[config.mk]
export PLATFORM = sky130hd
export DESIGN_NAME = uatx_top
export DESIGN_NICKNAME = d
export VERILOG_FILES = /design/src/hdl/uatx_pkg.sv /design/src/hdl/uatx_top.sv
export SDC_FILE = /design/constraint.sdc
export NUM_CORES = 1
export LEC_CHECK = 0
export BUFFER_PORTS_ARGS = -buffer_cell sky130_fd_sc_hd__buf_2
export CAP_MARGIN = 10
export CORE_MARGIN = 2
export CORE_UTILIZATION = 50
export CTS_BUF_LIST = sky130_fd_sc_hd__clkbuf_16
export DETAILED_ROUTE_END_ITERATION = 10
export PLACE_DENSITY = 0.7
export SLEW_MARGIN = 20
export SYNTH_ARGS = -nofsm -noshare
export SYNTH_HDL_FRONTEND = slang
export SYNTH_SLANG_ARGS = --single-unit
[constraint.sdc]
create_clock -name pclk -period 4.07 [get_ports pclk]
set_input_delay 0.6105 -clock pclk [delete_from_list [all_inputs] [get_ports pclk]]
set_output_delay 0.6105 -clock pclk [all_outputs]
set_load 0.005 [all_outputs]
[src/hdl/uatx_pkg.sv]
`default_nettype none

package uatx_pkg;

  // ****************************************************************
  // register byte offsets
  // ****************************************************************
  localparam logic [7:0] UATX_OFS_CTRL_ONE = 8'h00; // serial_ctrl_reg_one
  localparam logic [7:0] UATX_OFS_CTRL_TWO = 8'h04; // serial_ctrl_reg_two
  localparam logic [7:0] UATX_OFS_STATUS   = 8'h08; // serial_status_reg
  localparam logic [7:0] UATX_OFS_DATA     = 8'h0C; // serial_data_buffer
  localparam logic [7:0] UATX_OFS_BAUD     = 8'h10; // divisor and fraction

  // ****************************************************************
  // field positions
  // ****************************************************************
  localparam int C1_PORT_EN = 0;  // serial_port_enable
  localparam int C1_WL9     = 1;  // word_length_sel
  localparam int C1_PAR_EN  = 2;  // parity_enable
  localparam int C1_PAR_LO  = 3;  // parity_type_sel, two bits
  localparam int C1_STOP2   = 5;  // stop_count_sel
  localparam int C1_NINTH   = 6;  // tx_ninth_bit
  localparam int C1_ADDR_EN = 7;  // address detect enable
  localparam int C2_TX_EN   = 0;  // tx_enable
  localparam int C2_BRK     = 1;  // break_request
  localparam int C2_IRQ_EN  = 2;  // tx_empty_irq_enable
  localparam int ST_IDLE    = 0;  // tx_idle_flag
  localparam int ST_EMPTY   = 1;  // tx_buffer_empty_flag
  localparam int BD_FRAC_LO = 16; // baud_fraction, three bits

  // ****************************************************************
  // reset values and counts
  // ****************************************************************
  localparam logic [15:0] UATX_DIVISOR_RST = 16'h0010;
  localparam logic [3:0]  UATX_BRK_BITS    = 4'hD;   // zero bits per break unit
  localparam logic [8:0]  UATX_MASK_WL9    = 9'h0FF; // bits below parity, 9-bit
  localparam logic [8:0]  UATX_MASK_WL8    = 9'h07F; // bits below parity, 8-bit

  // parity type encodings
  typedef enum logic [1:0] {PAR_ODD, PAR_EVEN, PAR_MARK, PAR_SPACE} uatx_par_t;

  // transmitter sequence
  typedef enum logic [2:0] {TX_IDLE, TX_START, TX_DATA, TX_BREAK, TX_STOP} uatx_state_t;

  // whole block state
  typedef struct packed {
    logic        port_en;
    logic        wl9;
    logic        par_en;
    uatx_par_t   par_type;
    logic        stop2;
    logic        ninth;
    logic        addr_en;
    logic        tx_en;
    logic        brk_req;
    logic        irq_en;
    logic [15:0] divisor;
    logic [2:0]  frac;
    logic [7:0]  buf_data;
    logic        buf_full;
    logic        empty_flag;
    logic        idle_flag;
    logic        armed;
    uatx_state_t st;
    logic        is_brk;
    logic [8:0]  shift;
    logic [3:0]  bit_cnt;
    logic [16:0] timer;
    logic [2:0]  acc;
    logic        brk_armed;
    logic [16:0] brk_cnt;
    logic        tx_line;
    logic [31:0] rdata;
    logic        slverr;
  } uatx_state_s_t;

endpackage : uatx_pkg

`default_nettype wire

[src/hdl/uatx_top.sv]
// Chosen here: the APB slave port and the register addresses.
`default_nettype none

module uatx_top
  import uatx_pkg::*;
(
  // clock and reset
  input  wire logic        pclk,
  input  wire logic        presetn,
  // apb slave
  input  wire logic        psel,
  input  wire logic        penable,
  input  wire logic        pwrite,
  input  wire logic [7:0]  paddr,
  input  wire logic [31:0] pwdata,
  output var  logic [31:0] prdata,
  output var  logic        pready,
  output var  logic        pslverr,
  // serial line and event
  output var  logic        tx_out,
  output var  logic        tx_irq
);

  // ****************************************************************
  // state
  // ****************************************************************
  uatx_state_s_t s_reg;   // registered state
  uatx_state_s_t s_next;  // next state

  logic        setup;      // apb setup phase
  logic        access;     // apb access phase
  logic        hit;        // address maps to a register
  logic [3:0]  nbits;      // payload bits in a frame
  logic        bit_end;    // current bit time finished
  logic [3:0]  acc_sum;    // fraction accumulator with carry
  logic [8:0]  payload;    // character before parity insert
  logic        par_xor;    // xor of bits below the parity slot
  logic        par_bit;    // chosen parity bit
  logic        can_start;  // transmitter allowed to begin a frame
  logic [16:0] brk_limit;  // divisor plus one

  // ****************************************************************
  // combinational helpers
  // ****************************************************************
  always_comb begin
    setup    = psel & ~penable;
    access   = psel & penable;
    hit      = (paddr == UATX_OFS_CTRL_ONE) | (paddr == UATX_OFS_CTRL_TWO) |
               (paddr == UATX_OFS_STATUS) | (paddr == UATX_OFS_DATA) | (paddr == UATX_OFS_BAUD);
    nbits    = s_reg.wl9 ? 4'h9 : 4'h8;
    bit_end  = (s_reg.timer == 17'h0_0000);
    // accumulate fraction once per bit, carry into bit 3 stretches it
    acc_sum  = {1'b0, s_reg.acc} + {1'b0, s_reg.frac};
    // ninth bit only exists in 9-bit mode
    payload  = {s_reg.wl9 & s_reg.ninth, s_reg.buf_data};
    par_xor  = ^(payload & (s_reg.wl9 ? UATX_MASK_WL9 : UATX_MASK_WL8));
    unique case (s_reg.par_type)
      PAR_ODD:   par_bit = ~par_xor;
      PAR_EVEN:  par_bit = par_xor;
      PAR_MARK:  par_bit = 1'b1;
      PAR_SPACE: par_bit = 1'b0;
    endcase
    // shift timing exists only with a nonzero divisor
    can_start = s_reg.port_en & s_reg.tx_en & (s_reg.divisor != 16'h0000);
    brk_limit = {1'b0, s_reg.divisor} + 17'h0_0001;
  end

  // ****************************************************************
  // next state
  // ****************************************************************
  always_comb begin
    s_next = s_reg;

    // apb read data is captured in setup so the access phase needs no wait
    if (setup) begin
      s_next.slverr = ~hit;
      s_next.rdata  = 32'h0000_0000;
      unique case (paddr)
        UATX_OFS_CTRL_ONE: begin
          s_next.rdata[C1_PORT_EN]           = s_reg.port_en;
          s_next.rdata[C1_WL9]               = s_reg.wl9;
          s_next.rdata[C1_PAR_EN]            = s_reg.par_en;
          s_next.rdata[C1_PAR_LO +: 2]       = s_reg.par_type;
          s_next.rdata[C1_STOP2]             = s_reg.stop2;
          s_next.rdata[C1_NINTH]             = s_reg.ninth;
          s_next.rdata[C1_ADDR_EN]           = s_reg.addr_en;
        end
        UATX_OFS_CTRL_TWO: begin
          s_next.rdata[C2_TX_EN]             = s_reg.tx_en;
          s_next.rdata[C2_BRK]               = s_reg.brk_req;
          s_next.rdata[C2_IRQ_EN]            = s_reg.irq_en;
        end
        UATX_OFS_STATUS: begin
          s_next.rdata[ST_IDLE]              = s_reg.idle_flag;
          s_next.rdata[ST_EMPTY]             = s_reg.empty_flag;
        end
        UATX_OFS_DATA: begin
          s_next.rdata[7:0]                  = s_reg.buf_data;
        end
        UATX_OFS_BAUD: begin
          s_next.rdata[15:0]                 = s_reg.divisor;
          s_next.rdata[BD_FRAC_LO +: 3]      = s_reg.frac;
        end
        default: begin
          s_next.rdata = 32'h0000_0000;  // unmapped reads zero with error
        end
      endcase
    end

    // apb access phase: writes and side effects take place here
    if (access && hit) begin
      if (paddr == UATX_OFS_STATUS) begin
        s_next.armed = 1'b1;
      end
      if (pwrite) begin
        unique case (paddr)
          UATX_OFS_CTRL_ONE: begin
            s_next.port_en  = pwdata[C1_PORT_EN];
            s_next.wl9      = pwdata[C1_WL9];
            s_next.par_en   = pwdata[C1_PAR_EN];
            s_next.par_type = uatx_par_t'(pwdata[C1_PAR_LO +: 2]);
            s_next.stop2    = pwdata[C1_STOP2];
            s_next.ninth    = pwdata[C1_NINTH];
            s_next.addr_en  = pwdata[C1_ADDR_EN];
          end
          UATX_OFS_CTRL_TWO: begin
            s_next.tx_en    = pwdata[C2_TX_EN];
            s_next.brk_req  = pwdata[C2_BRK];
            s_next.irq_en   = pwdata[C2_IRQ_EN];
          end
          UATX_OFS_DATA: begin
            // a write only counts after a status access and with room free
            if (s_reg.armed && s_reg.empty_flag) begin
              s_next.buf_data   = pwdata[7:0];
              s_next.buf_full   = 1'b1;
              s_next.empty_flag = 1'b0;
              s_next.idle_flag  = 1'b0;
              s_next.armed      = 1'b0;
            end
          end
          UATX_OFS_BAUD: begin
            s_next.divisor = pwdata[15:0];
            s_next.frac    = pwdata[BD_FRAC_LO +: 3];
          end
          default: begin
            s_next.armed = s_next.armed; // status is read only
          end
        endcase
      end
    end

    // break request must be seen high long enough while the line is idle
    if (s_reg.brk_req && s_reg.idle_flag && (s_reg.st == TX_IDLE)) begin
      if (s_reg.brk_cnt != 17'h1_FFFF) begin
        s_next.brk_cnt = s_reg.brk_cnt + 17'h0_0001;
      end
      if (s_reg.brk_cnt > brk_limit) begin
        s_next.brk_armed = 1'b1;
      end
    end else if (!s_reg.brk_req) begin
      s_next.brk_cnt   = 17'h0_0000;
      s_next.brk_armed = 1'b0;
    end

    // bit timer runs down inside a frame
    if (s_reg.st != TX_IDLE && !bit_end) begin
      s_next.timer = s_reg.timer - 17'h0_0001;
    end

    // frame sequencer
    unique case (s_reg.st)
      TX_IDLE: begin
        s_next.tx_line = 1'b1;
      end
      TX_START: begin
        s_next.tx_line = 1'b0;
        if (bit_end) begin
          s_next.st      = s_reg.is_brk ? TX_BREAK : TX_DATA;
          s_next.bit_cnt = 4'h0;
          s_next.tx_line = s_reg.is_brk ? 1'b0 : s_reg.shift[0];
        end
      end
      TX_DATA: begin
        if (bit_end) begin
          s_next.shift   = {1'b0, s_reg.shift[8:1]};
          s_next.tx_line = s_reg.shift[1];
          s_next.bit_cnt = s_reg.bit_cnt + 4'h1;
          if (s_reg.bit_cnt == nbits - 4'h1) begin
            s_next.st      = TX_STOP;
            s_next.bit_cnt = 4'h0;
            s_next.tx_line = 1'b1;
          end
        end
      end
      TX_BREAK: begin
        s_next.tx_line = 1'b0;
        if (bit_end) begin
          s_next.bit_cnt = s_reg.bit_cnt + 4'h1;
          if (s_reg.bit_cnt == UATX_BRK_BITS - 4'h1) begin
            s_next.bit_cnt = 4'h0;
            if (!s_reg.brk_req) begin
              s_next.st      = TX_STOP;
              s_next.tx_line = 1'b1;
            end
          end
        end
      end
      TX_STOP: begin
        s_next.tx_line = 1'b1;
        if (bit_end) begin
          if (s_reg.stop2 && s_reg.bit_cnt == 4'h0) begin
            s_next.bit_cnt = 4'h1;
          end else begin
            // frame done; a set here wins over a clear in the same cycle
            s_next.st        = TX_IDLE;
            s_next.idle_flag = 1'b1;
            s_next.is_brk    = 1'b0;
          end
        end
      end
      default: begin
        s_next.st = TX_IDLE;
      end
    endcase

    // start a new bit time: reload timer, stretch on fraction carry
    if (s_reg.st != TX_IDLE && bit_end && s_next.st != TX_IDLE) begin
      s_next.acc   = acc_sum[2:0];
      s_next.timer = {1'b0, s_reg.divisor} - 17'h0_0001 + {16'h0000, acc_sum[3]};
    end

    // frame launch; also runs right after the last stop bit ends
    if (s_next.st == TX_IDLE && can_start) begin
      if (s_reg.brk_armed && s_reg.brk_req) begin
        // break frames leave the buffer and its empty flag untouched
        s_next.st        = TX_START;
        s_next.is_brk    = 1'b1;
        s_next.brk_armed = 1'b0;
        s_next.tx_line   = 1'b0;
        s_next.acc       = acc_sum[2:0];
        s_next.timer     = {1'b0, s_reg.divisor} - 17'h0_0001 + {16'h0000, acc_sum[3]};
      end else if (s_reg.buf_full) begin
        s_next.st         = TX_START;
        s_next.is_brk     = 1'b0;
        s_next.shift      = payload;
        if (s_reg.par_en) begin
          s_next.shift[nbits - 4'h1] = par_bit;
        end
        s_next.buf_full   = 1'b0;
        s_next.empty_flag = 1'b1;
        s_next.tx_line    = 1'b0;
        s_next.acc        = acc_sum[2:0];
        s_next.timer      = {1'b0, s_reg.divisor} - 17'h0_0001 + {16'h0000, acc_sum[3]};
      end
    end

    // dropping tx enable aborts the frame; buffered byte stays
    if (!s_next.tx_en) begin
      s_next.st        = TX_IDLE;
      s_next.is_brk    = 1'b0;
      s_next.bit_cnt   = 4'h0;
      s_next.timer     = 17'h0_0000;
      s_next.acc       = 3'h0;
      s_next.tx_line   = 1'b1;
      s_next.brk_armed = 1'b0;
    end

    // whole port off: flush, drop tx enable and break request, raise both flags
    if (!s_next.port_en) begin
      s_next.buf_full   = 1'b0;
      s_next.tx_en      = 1'b0;
      s_next.brk_req    = 1'b0;
      s_next.empty_flag = 1'b1;
      s_next.idle_flag  = 1'b1;
      s_next.st         = TX_IDLE;
      s_next.is_brk     = 1'b0;
      s_next.tx_line    = 1'b1;
      s_next.armed      = 1'b0;
      s_next.brk_cnt    = 17'h0_0000;
      s_next.brk_armed  = 1'b0;
    end
  end

  // ****************************************************************
  // state register
  // ****************************************************************
  always_ff @(posedge pclk or negedge presetn) begin
    if (!presetn) begin
      s_reg            <= '0;
      s_reg.par_type   <= PAR_ODD;
      s_reg.st         <= TX_IDLE;
      s_reg.divisor    <= UATX_DIVISOR_RST;
      s_reg.empty_flag <= 1'b1;
      s_reg.idle_flag  <= 1'b1;
      s_reg.tx_line    <= 1'b1;
    end else begin
      s_reg <= s_next;
    end
  end

  // ****************************************************************
  // outputs
  // ****************************************************************
  always_comb begin
    prdata  = s_reg.rdata;
    pready  = 1'b1;                  // zero wait states
    pslverr = access & s_reg.slverr;
    tx_out  = s_reg.tx_line;
    // break frames never set the empty flag, so they raise no event
    tx_irq  = s_reg.empty_flag & s_reg.irq_en;
  end

endmodule : uatx_top

`default_nettype wire

Word-level counts from Yosys, hierarchy flattened

Index checks and enable logic that the tools add are counted.

$add $sub $neg: 8
Mux-type cells: 77
Reduce and logical (&&, ||, !) cells: 30
Equal/unequal tests: 25
Bitwise operators: 15
Magnitude comparators: 3

Operators by type and width:

| cell                                                | count |
|---|---|
| 2-to-1 mux 42 bit                                   | 2 |
| 2-to-1 mux 20 bit                                   | 3 |
| 2-to-1 mux 4 bit                                    | 10 |
| 2-to-1 mux 13 bit                                   | 3 |
| 2-to-1 mux 19 bit                                   | 2 |
| 2-to-1 mux 18 bit                                   | 2 |
| 2-to-1 mux 17 bit                                   | 2 |
| 2-to-1 mux 9 bit                                    | 3 |
| 2-to-1 mux 25 bit                                   | 1 |
| 2-to-1 mux 8 bit                                    | 3 |
| 2-to-1 mux 1 bit                                    | 22 |
| 2-to-1 mux 11 bit                                   | 2 |
| 2-to-1 mux 21 bit                                   | 1 |
| 2-to-1 mux 3 bit                                    | 7 |
| adder 16 x 1 -> 17 bit (second input constant)      | 1 |
| adder 17 x 1 -> 17 bit                              | 1 |
| adder 17 x 1 -> 17 bit (second input constant)      | 1 |
| > comparator 17 bit                                 | 1 |
| logical NOT 17 bit                                  | 1 |
| inequality test 17 bit (second input constant)      | 1 |
| subtractor 16 x 1 -> 17 bit (second input constant) | 1 |
| subtractor 17 x 1 -> 17 bit (second input constant) | 1 |
| == test 8 x 4 -> 1 bit (second input constant)      | 2 |
| one-hot mux 4 bit (4 select lines)                  | 1 |
| 45 further kinds                                    | 84 |

Register bits: 118
Output and inout bits: 36
Word-level logic and storage cells: 186

Depth between registers and ports, before layout

Gate-level depths: netlist of the first run.

Depth after elaboration: 14
Gate-level depth with buffers: 14

Least setup slack after synthesis of the first run

No wires, ideal clock.

Path kind: register to register
From: register s_reg[108] (netlist bit)
To: register s_reg[51] (netlist bit)
Cell stages (with the launch flop): 15
Required time: 3.951 ns
Path slack: 1.160 ns
Arrival time: 2.792 ns
Library setup time: 0.119 ns
Cells stage by stage: dfstp_2 -> clkbuf_1 -> and3_1 -> and3_1 -> nand3_1 -> nor2_1 -> nand3_1 -> xor2_1 -> ha_1 -> nand2_1 -> o21ai_0 -> a211o_1 -> a211oi_1 -> nor4_1 -> o21a_1

RTL lines:

| element                  | RTL line        | source |
|---|---|---|
| start: declaration       | uatx_top.sv:27  | `uatx_state_s_t s_reg;` |
| start signal: assignment | uatx_top.sv:297 | `s_reg <= s_next;` |

==> metrics.txt, run 1 <==
# TYPE chip_impl_metric gauge
chip_impl_info{name="status",value="completed"} 1
chip_impl_metric{name="antenna_diode_count",unit=""} 0
chip_impl_metric{name="worstRegToRegCells",unit=""} 13
chip_impl_metric{name="clk-insertion-delay-late",unit="ps"} 420
chip_impl_metric{name="grt-ovfl-total",unit=""} 0
chip_impl_metric{name="post-place-cells",unit=""} 940
chip_impl_metric{name="critical_path.max_fanout",unit=""} 8
chip_impl_metric{name="placeable_core_region",unit="sq um"} 14500
chip_impl_metric{name="fin_crit_sh",unit="%"} 80.5
chip_impl_info{name="tritoncts",value="yes"} 1
chip_impl_metric{name="power.total",unit="mW"} 2.77
chip_impl_metric{name="cp_data_arrival_time",unit="ps"} 3580
chip_impl_metric{name="globalplace.congestion",unit=""} 0.883
chip_impl_metric{name="fp.dieW",unit="microns"} 125
chip_impl_info{name="ys.flop_type",value="sky130_fd_sc_hd__dfrtp_1"} 1
chip_impl_metric{name="dp.final_hpwl",unit="microns"} 12100
chip_impl_metric{name="crit_cells",unit=""} 13
chip_impl_metric{name="fp.dieH",unit="microns"} 125
chip_impl_metric{name="largest_reg_flops",unit=""} 90
chip_impl_metric{name="grt_max_degree",unit=""} 71
chip_impl_metric{name="drcViolationCount",unit=""} 0
chip_impl_metric{name="wire_length_of_the_first_global_routing_pass",unit="microns"} 28400
chip_impl_metric{name="synthToLayoutAreaGrowth",unit="%"} 10.7
chip_impl_metric{name="avgRoutedWirePerCell",unit="microns"} 17.5
chip_impl_info{name="cts-root-buf",value="sky130_fd_sc_hd__clkbuf_16"} 1
chip_impl_metric{name="final_cell_count_no_fill",unit=""} 972
chip_impl_metric{name="critical_path_required",unit="ps"} 4370
chip_impl_metric{name="netlist_area",unit="sq um"} 7380
chip_impl_metric{name="final.min_clock_period",unit="ps"} 3280
chip_impl_metric{name="pwr_dens",unit="nW/um^2"} 340
chip_impl_metric{name="grt.total_usage",unit="%"} 22.4
chip_impl_metric{name="placement.io_buffers",unit=""} 53
chip_impl_metric{name="max_capacitance_violation_count",unit=""} 0
chip_impl_metric{name="final_layout_size_suffix_gt1_share",unit="%"} 18.5
chip_impl_metric{name="mean_syn_cell_area",unit="sq um"} 9.80
chip_impl_metric{name="cts_resized",unit=""} 0
chip_impl_metric{name="cts_inserted_buffers",unit=""} 17
chip_impl_metric{name="max_stage_delay",unit="ps"} 630
chip_impl_metric{name="detailedRoute.firstIterationViolations",unit=""} 509
chip_impl_metric{name="ios",unit=""} 81
chip_impl_info{name="rsz_0062_raised_after_global_routing",value="no"} 1
chip_impl_metric{name="setup_violations",unit=""} 0
chip_impl_metric{name="ir_worst_vdd",unit="mV"} 0.312
chip_impl_metric{name="synth_cell_type_count",unit=""} 72
chip_impl_info{name="critical_path.slowest_cell",value="sky130_fd_sc_hd__dfstp_2"} 1
chip_impl_metric{name="synth.ff_latch_count",unit=""} 118
chip_impl_metric{name="ctsHtreeMaxLevel",unit=""} 4
chip_impl_info{name="cp-start-kind",value="flop"} 1
chip_impl_metric{name="hold_slack",unit="ps"} 209
chip_impl_metric{name="area_enclosed_by_the_die_boundary",unit="sq um"} 15700
chip_impl_metric{name="async_flop_share",unit="%"} 100
chip_impl_info{name="most-common-layout-cells",value="114 x sky130_fd_sc_hd__dfrtp_1, 79 x sky130_fd_sc_hd__nor2_1, 52 x sky130_fd_sc_hd__buf_2, 46 x sky130_fd_sc_hd__nand2_1, 41 x sky130_fd_sc_hd__xnor2_1"} 1
chip_impl_info{name="crit_path_cell_chain",value="and3_1 > and3_1 > nand3_1 > nor2_1 > nand3_1 > xor2_1 > ha_1 > nand2_1 > o21ai_0 > a211o_1 > a211oi_1 > nor4_1 > o21a_1"} 1
chip_impl_metric{name="ant_nets",unit=""} 0
chip_impl_metric{name="tritoncts_num_sinks",unit=""} 118
chip_impl_metric{name="final_setup_skew",unit="ps"} 9.34
chip_impl_metric{name="final_nets",unit=""} 852
chip_impl_metric{name="grt_antenna_before_repair",unit=""} 0
chip_impl_metric{name="clk_pin_slew_worst_paths",unit="ps"} 50
chip_impl_metric{name="first_global_vias",unit=""} 5462
chip_impl_metric{name="syn_inst",unit=""} 753
chip_impl_metric{name="number_of_enable_flip_flop_cells_after_synthesis",unit=""} 0
chip_impl_metric{name="setup_total_negative_slack",unit="ps"} 0
chip_impl_metric{name="cts_max_path_buffers",unit=""} 2
chip_impl_metric{name="crit_buf_inv",unit=""} 0
chip_impl_metric{name="relSlewSlack",unit="%"} 34.9
chip_impl_metric{name="floorplan.initialDensity",unit="%"} 51.0
chip_impl_metric{name="synth_warnings",unit=""} 0
chip_impl_metric{name="finalHoldViolCount",unit=""} 0
chip_impl_metric{name="finalMaxSlewViolations",unit=""} 0
chip_impl_metric{name="p_leak",unit="nW"} 3.87
chip_impl_info{name="critPathTopFamily",value="simple AND/OR/NAND/NOR gates"} 1
chip_impl_metric{name="cts_setup_buffers",unit=""} 0
chip_impl_metric{name="max_freq",unit="MHz"} 305
chip_impl_metric{name="synth-seq-area-share",unit="%"} 40.1
chip_impl_info{name="criticalPathCategory",value="reg2reg"} 1
chip_impl_info{name="hold_class",value="in2async"} 1
chip_impl_metric{name="avgViaCountPerCell",unit=""} 5.84
chip_impl_metric{name="vias",unit=""} 5680
chip_impl_info{name="critical_path.endpoint_type",value="flop"} 1
chip_impl_info{name="layout.cells.most_common",value="sky130_fd_sc_hd__dfrtp_1"} 1
chip_impl_metric{name="layout.filler_cells",unit=""} 1259
chip_impl_metric{name="max_slew.worst_pin.slew",unit="ps"} 971
chip_impl_metric{name="num_rows",unit=""} 44
chip_impl_metric{name="drt-total-wl",unit="microns"} 17000
chip_impl_metric{name="cts.hold.buffers_added",unit=""} 0
chip_impl_metric{name="drt_first_pass_iters",unit=""} 5
Yosys cell counts, drive strengths merged (2+ instances only):
| library cell | number | area, sq um |
|---|---|---|
| dfstp | 4 | 105 |
| a211oi | 22 | 165 |
| a22o | 11 | 96.3 |
| mux2 | 35 | 432 |
| mux2i | 24 | 244 |
| and3 | 12 | 75.1 |
| and2 | 4 | 25.0 |
| nand3b | 3 | 22.5 |
| o31a | 2 | 17.5 |
| or4 | 6 | 48.8 |
| dfrtp | 114 | 2850 |
| o21a | 2 | 15.0 |
| xor2 | 24 | 210 |
| nand2b | 10 | 62.6 |
| nor2 | 79 | 297 |
| a21oi | 29 | 149 |
| nand3 | 33 | 170 |
| and4 | 4 | 35.0 |
| o21ai | 18 | 93.8 |
| buf | 51 | 372 |
| o21bai | 2 | 15.0 |
| xnor2 | 41 | 359 |
| nor4b | 5 | 58.8 |
| nor3b | 2 | 15.0 |
| clkbuf | 20 | 75.1 |
| nand4b | 3 | 26.3 |
| or3 | 5 | 36.3 |
| nand2 | 46 | 173 |
| nor3 | 25 | 140 |
| ha | 30 | 375 |
| nor4 | 11 | 75.1 |
| inv | 20 | 75.1 |
| a21o | 7 | 52.6 |
| a21boi | 2 | 15.0 |
| o22ai | 3 | 18.8 |
| conb | 2 | 7.51 |
| a221oi | 3 | 26.3 |
| nand4 | 17 | 119 |
| nor2b | 3 | 18.8 |
| a31oi | 2 | 18.8 |
routing by layer:
metal / vias to the layer above / GRT usage [%] / share of wire (%)
li1: 2686 / - / -
met1: 2790 / 31.8 / 46
met2: 181 / 34.4 / 47
met3: 23 / 4.71 / 4.8
met4: 0 / 7.39 / 1.8
met5: - / 0 / 0
worst register-to-register path: cells and delay by family (launching register included):
family	cells	cell delay [ps]
AOI/OAI and AO/OA	4	940
adders and majority gates	1	300
and+or+nand+nor	7	1090
xor gates and xnor gates	1	180
DFF	1	630
worst paths after layout:
path                       startpoint         end  slack (ps)
max in group asynchronous     presetn   s_reg[91]        3040
max reg2reg                s_reg[108]   s_reg[51]         790
min                           presetn   s_reg[73]         210
min in group pclk           pwdata[8]  s_reg[112]         430
min reg2reg                 prdata[4]   prdata[4]         480
max                        s_reg[108]   s_reg[51]         790
cell families after synthesis:
group | Yosys count | synth area share [%]
mux | 59 | 9.16
fa+ha+maj | 31 | 5.36
buf+inv | 91 | 7.07
xor+xnor | 66 | 8.02
flops | 118 | 40.1
compound gates | 115 | 10.9
simple gates | 271 | 19.3
other cells | 2 | 0.102
final cells by class:
cell class / count / area, sq um / area share, %
inverter: 20 / 75.1 / 0.919
multi-input combinational: 556 / 3950 / 48.3
clock buffer: 17 / 425 / 5.21
timing repair buffer: 63 / 363 / 4.44
sequential: 118 / 2960 / 36.2
clock inverter: 14 / 166 / 2.04
tap: 184 / 230 / 2.82
power by group:
group / internal (mW) / switching, mW
logic: 0.0231 / 0.0520
registers: 1.18 / 0.00254
clock network: 1.00 / 0.516
through the flow:
step           instance area, sq um  util (%)  worst slack (ps)
6_report                       8170      56.4               793
3_5_place_dp                   7560      52.2               718
2_1_floorplan                  7420         -              1160
3_3_place_gp                   7560      52.2               756
5_1_grt                        8170      56.4               624
4_1_cts                        8150      56.3               822
(Power assumes the default switching activity.)
==> inputs of run 2 (changes only) <==
- PLACE_DENSITY: 0.7 -> 0.72
- clock period: 4.07 -> 2.7 ns (I/O delays scaled with it)
==> metrics.txt, run 2 (synthesized netlist as in run 1, its figures left out) <==
# TYPE chip_impl_metric gauge
chip_impl_metric{name="critical_path_required",unit="ps"} 3010
chip_impl_metric{name="cp_data_arrival_time",unit="ps"} 3110
chip_impl_metric{name="tritoncts_num_sinks",unit=""} 118
chip_impl_metric{name="placeable_core_region",unit="sq um"} 14500
chip_impl_metric{name="finalMaxSlewViolations",unit=""} 0
chip_impl_metric{name="final_layout_size_suffix_gt1_share",unit="%"} 24.2
chip_impl_metric{name="final_design_area_no_fill",unit="sq um"} 8540
chip_impl_metric{name="wire_length_of_the_first_global_routing_pass",unit="microns"} 29700
chip_impl_metric{name="drcViolationCount",unit=""} 0
chip_impl_metric{name="fp.dieW",unit="microns"} 125
chip_impl_metric{name="floorplan.initialDensity",unit="%"} 51.0
chip_impl_metric{name="ant_nets",unit=""} 0
chip_impl_metric{name="setup_violations",unit=""} 1
chip_impl_metric{name="largest_reg_flops",unit=""} 90
chip_impl_metric{name="post-place-cells",unit=""} 972
chip_impl_info{name="cts-root-buf",value="sky130_fd_sc_hd__clkbuf_16"} 1
chip_impl_info{name="most-common-layout-cells",value="114 x sky130_fd_sc_hd__dfrtp_1, 77 x sky130_fd_sc_hd__nor2_1, 52 x sky130_fd_sc_hd__buf_2, 45 x sky130_fd_sc_hd__nand2_1, 43 x sky130_fd_sc_hd__buf_4"} 1
chip_impl_metric{name="detailedRoute.firstIterationViolations",unit=""} 432
chip_impl_metric{name="num_rows",unit=""} 44
chip_impl_metric{name="r2r_setup_slack",unit="ps"} -100
chip_impl_metric{name="drt_first_pass_iters",unit=""} 5
chip_impl_metric{name="drt-total-wl",unit="microns"} 17600
chip_impl_metric{name="dp.final_hpwl",unit="microns"} 12800
chip_impl_metric{name="ir_worst_vdd",unit="mV"} 0.399
chip_impl_metric{name="fp.dieH",unit="microns"} 125
chip_impl_metric{name="final_util",unit="%"} 59.0
chip_impl_metric{name="relSlewSlack",unit="%"} 52.9
chip_impl_info{name="hold_class",value="in2reg"} 1
chip_impl_metric{name="max_capacitance_violation_count",unit=""} 0
chip_impl_metric{name="max_slew.worst_pin.slew",unit="ps"} 707
chip_impl_metric{name="globalplace.congestion",unit=""} 0.891
chip_impl_metric{name="worst_slack",unit="ps"} -99.4
chip_impl_metric{name="critical_path.max_fanout",unit=""} 4
chip_impl_info{name="critical_path.endpoint_type",value="flop"} 1
chip_impl_metric{name="grt_max_degree",unit=""} 61
chip_impl_metric{name="cts_inserted_buffers",unit=""} 17
chip_impl_metric{name="grt_antenna_before_repair",unit=""} 0
chip_impl_metric{name="finalHoldViolCount",unit=""} 0
chip_impl_info{name="layout.cells.most_common",value="sky130_fd_sc_hd__dfrtp_1"} 1
chip_impl_metric{name="placement.io_buffers",unit=""} 53
chip_impl_metric{name="area_enclosed_by_the_die_boundary",unit="sq um"} 15700
chip_impl_metric{name="synthToLayoutAreaGrowth",unit="%"} 15.8
chip_impl_metric{name="cts_max_path_buffers",unit=""} 2
chip_impl_metric{name="avgRoutedWirePerCell",unit="microns"} 17.5
chip_impl_metric{name="avgViaCountPerCell",unit=""} 5.78
chip_impl_metric{name="first_global_vias",unit=""} 5992
chip_impl_metric{name="ctsHtreeMaxLevel",unit=""} 4
chip_impl_metric{name="clk_pin_slew_worst_paths",unit="ps"} 60
chip_impl_metric{name="fin_crit_sh",unit="%"} 104
chip_impl_info{name="criticalPathCategory",value="reg2reg"} 1
chip_impl_info{name="rsz_0062_raised_after_global_routing",value="yes"} 1
chip_impl_metric{name="hold_slack",unit="ps"} 219
chip_impl_metric{name="p_leak",unit="nW"} 4.05
chip_impl_info{name="tritoncts",value="yes"} 1
chip_impl_metric{name="pwr_dens",unit="nW/um^2"} 482
chip_impl_info{name="cp-start-kind",value="flop"} 1
chip_impl_metric{name="final_setup_skew",unit="ps"} 10.5
chip_impl_metric{name="ios",unit=""} 81
chip_impl_metric{name="max_freq",unit="MHz"} 357
chip_impl_metric{name="grt-ovfl-total",unit=""} 0
chip_impl_info{name="failed_checks",value="negative setup slack"} 1
chip_impl_metric{name="final.min_clock_period",unit="ps"} 2800
chip_impl_info{name="status",value="finished with violations"} 1
chip_impl_metric{name="detailed_place.area",unit="sq um"} 7840
chip_impl_metric{name="final_nets",unit=""} 887
chip_impl_metric{name="dpl_worst_slack",unit="ps"} -122
chip_impl_metric{name="clk-insertion-delay-late",unit="ps"} 420
chip_impl_metric{name="vias",unit=""} 5831
chip_impl_metric{name="antenna_diode_count",unit=""} 0
chip_impl_metric{name="grt.total_usage",unit="%"} 23.5
chip_impl_metric{name="final_cell_count_no_fill",unit=""} 1008
## run 2: through the flow
stage	total power, mW	TNS [ps]
after floorplan	1.86	0
after global placement	1.92	-89.0
after detailed placement	1.93	-122
after CTS	4.14	-26.9
after global routing	4.24	-197
final	4.12	-99.4
## run 2: report_power, final
group | internal (mW) | switching, mW
clock network | 1.42 | 0.801
registers | 1.77 | 0.00342
logic | 0.0383 | 0.0801
## run 2: cell type report
class                   count  area [sq um]
clock inverters            15           151
fillers                  1200          5940
flip-flops and latches    118          2960
clock buffers              17           425
well taps                 184           230
multi-input cells         556          4070
repair buffers             98           633
inverters                  20          75.1
## run 2: repair_timing
action | CTS | global route
resized for setup | 13 | 5
hold buffers | 1 | 0
setup endpoints to repair | 1 | 27
hold endpoints to repair | 36 | 0
pin swaps | 11 | 8
setup buffers | 0 | 3
## run 2: final timing paths
| kind | from | endpoint | cells past startpoint |
|---|---|---|---|
| worst max-delay path | s_reg[108] | s_reg[51] | 13 |
| worst min-delay path | pwdata[9] | s_reg[113] | 2 |
| worst max register to register | s_reg[108] | s_reg[51] | 13 |
| worst min register to register | prdata[5] | prdata[5] | 2 |
| max in group asynchronous | presetn | s_reg[90] | 3 |
| min in group asynchronous | presetn | s_reg[74] | 2 |
## run 2: routing by layer
metal	up-vias	wire (microns)	track usage (%)
met5	-	0	0
met1	2877	7940	30.0
li1	2760	-	-
met2	160	8530	38.2
met3	34	775	6.25
met4	0	374	9.08
## run 2: critical path: stages, from the launching register on
cell	delay, ps
sky130_fd_sc_hd__dfstp_2	530
sky130_fd_sc_hd__and3_4	180
sky130_fd_sc_hd__and3_4	210
sky130_fd_sc_hd__nand2_2	80
sky130_fd_sc_hd__nor2_4	140
sky130_fd_sc_hd__buf_4	120
sky130_fd_sc_hd__nand2_1	60
sky130_fd_sc_hd__xor2_1	240
sky130_fd_sc_hd__ha_1	300
sky130_fd_sc_hd__and4_1	220
sky130_fd_sc_hd__buf_4	130
sky130_fd_sc_hd__a211oi_2	210
sky130_fd_sc_hd__nor4_2	80
sky130_fd_sc_hd__o21a_1	180
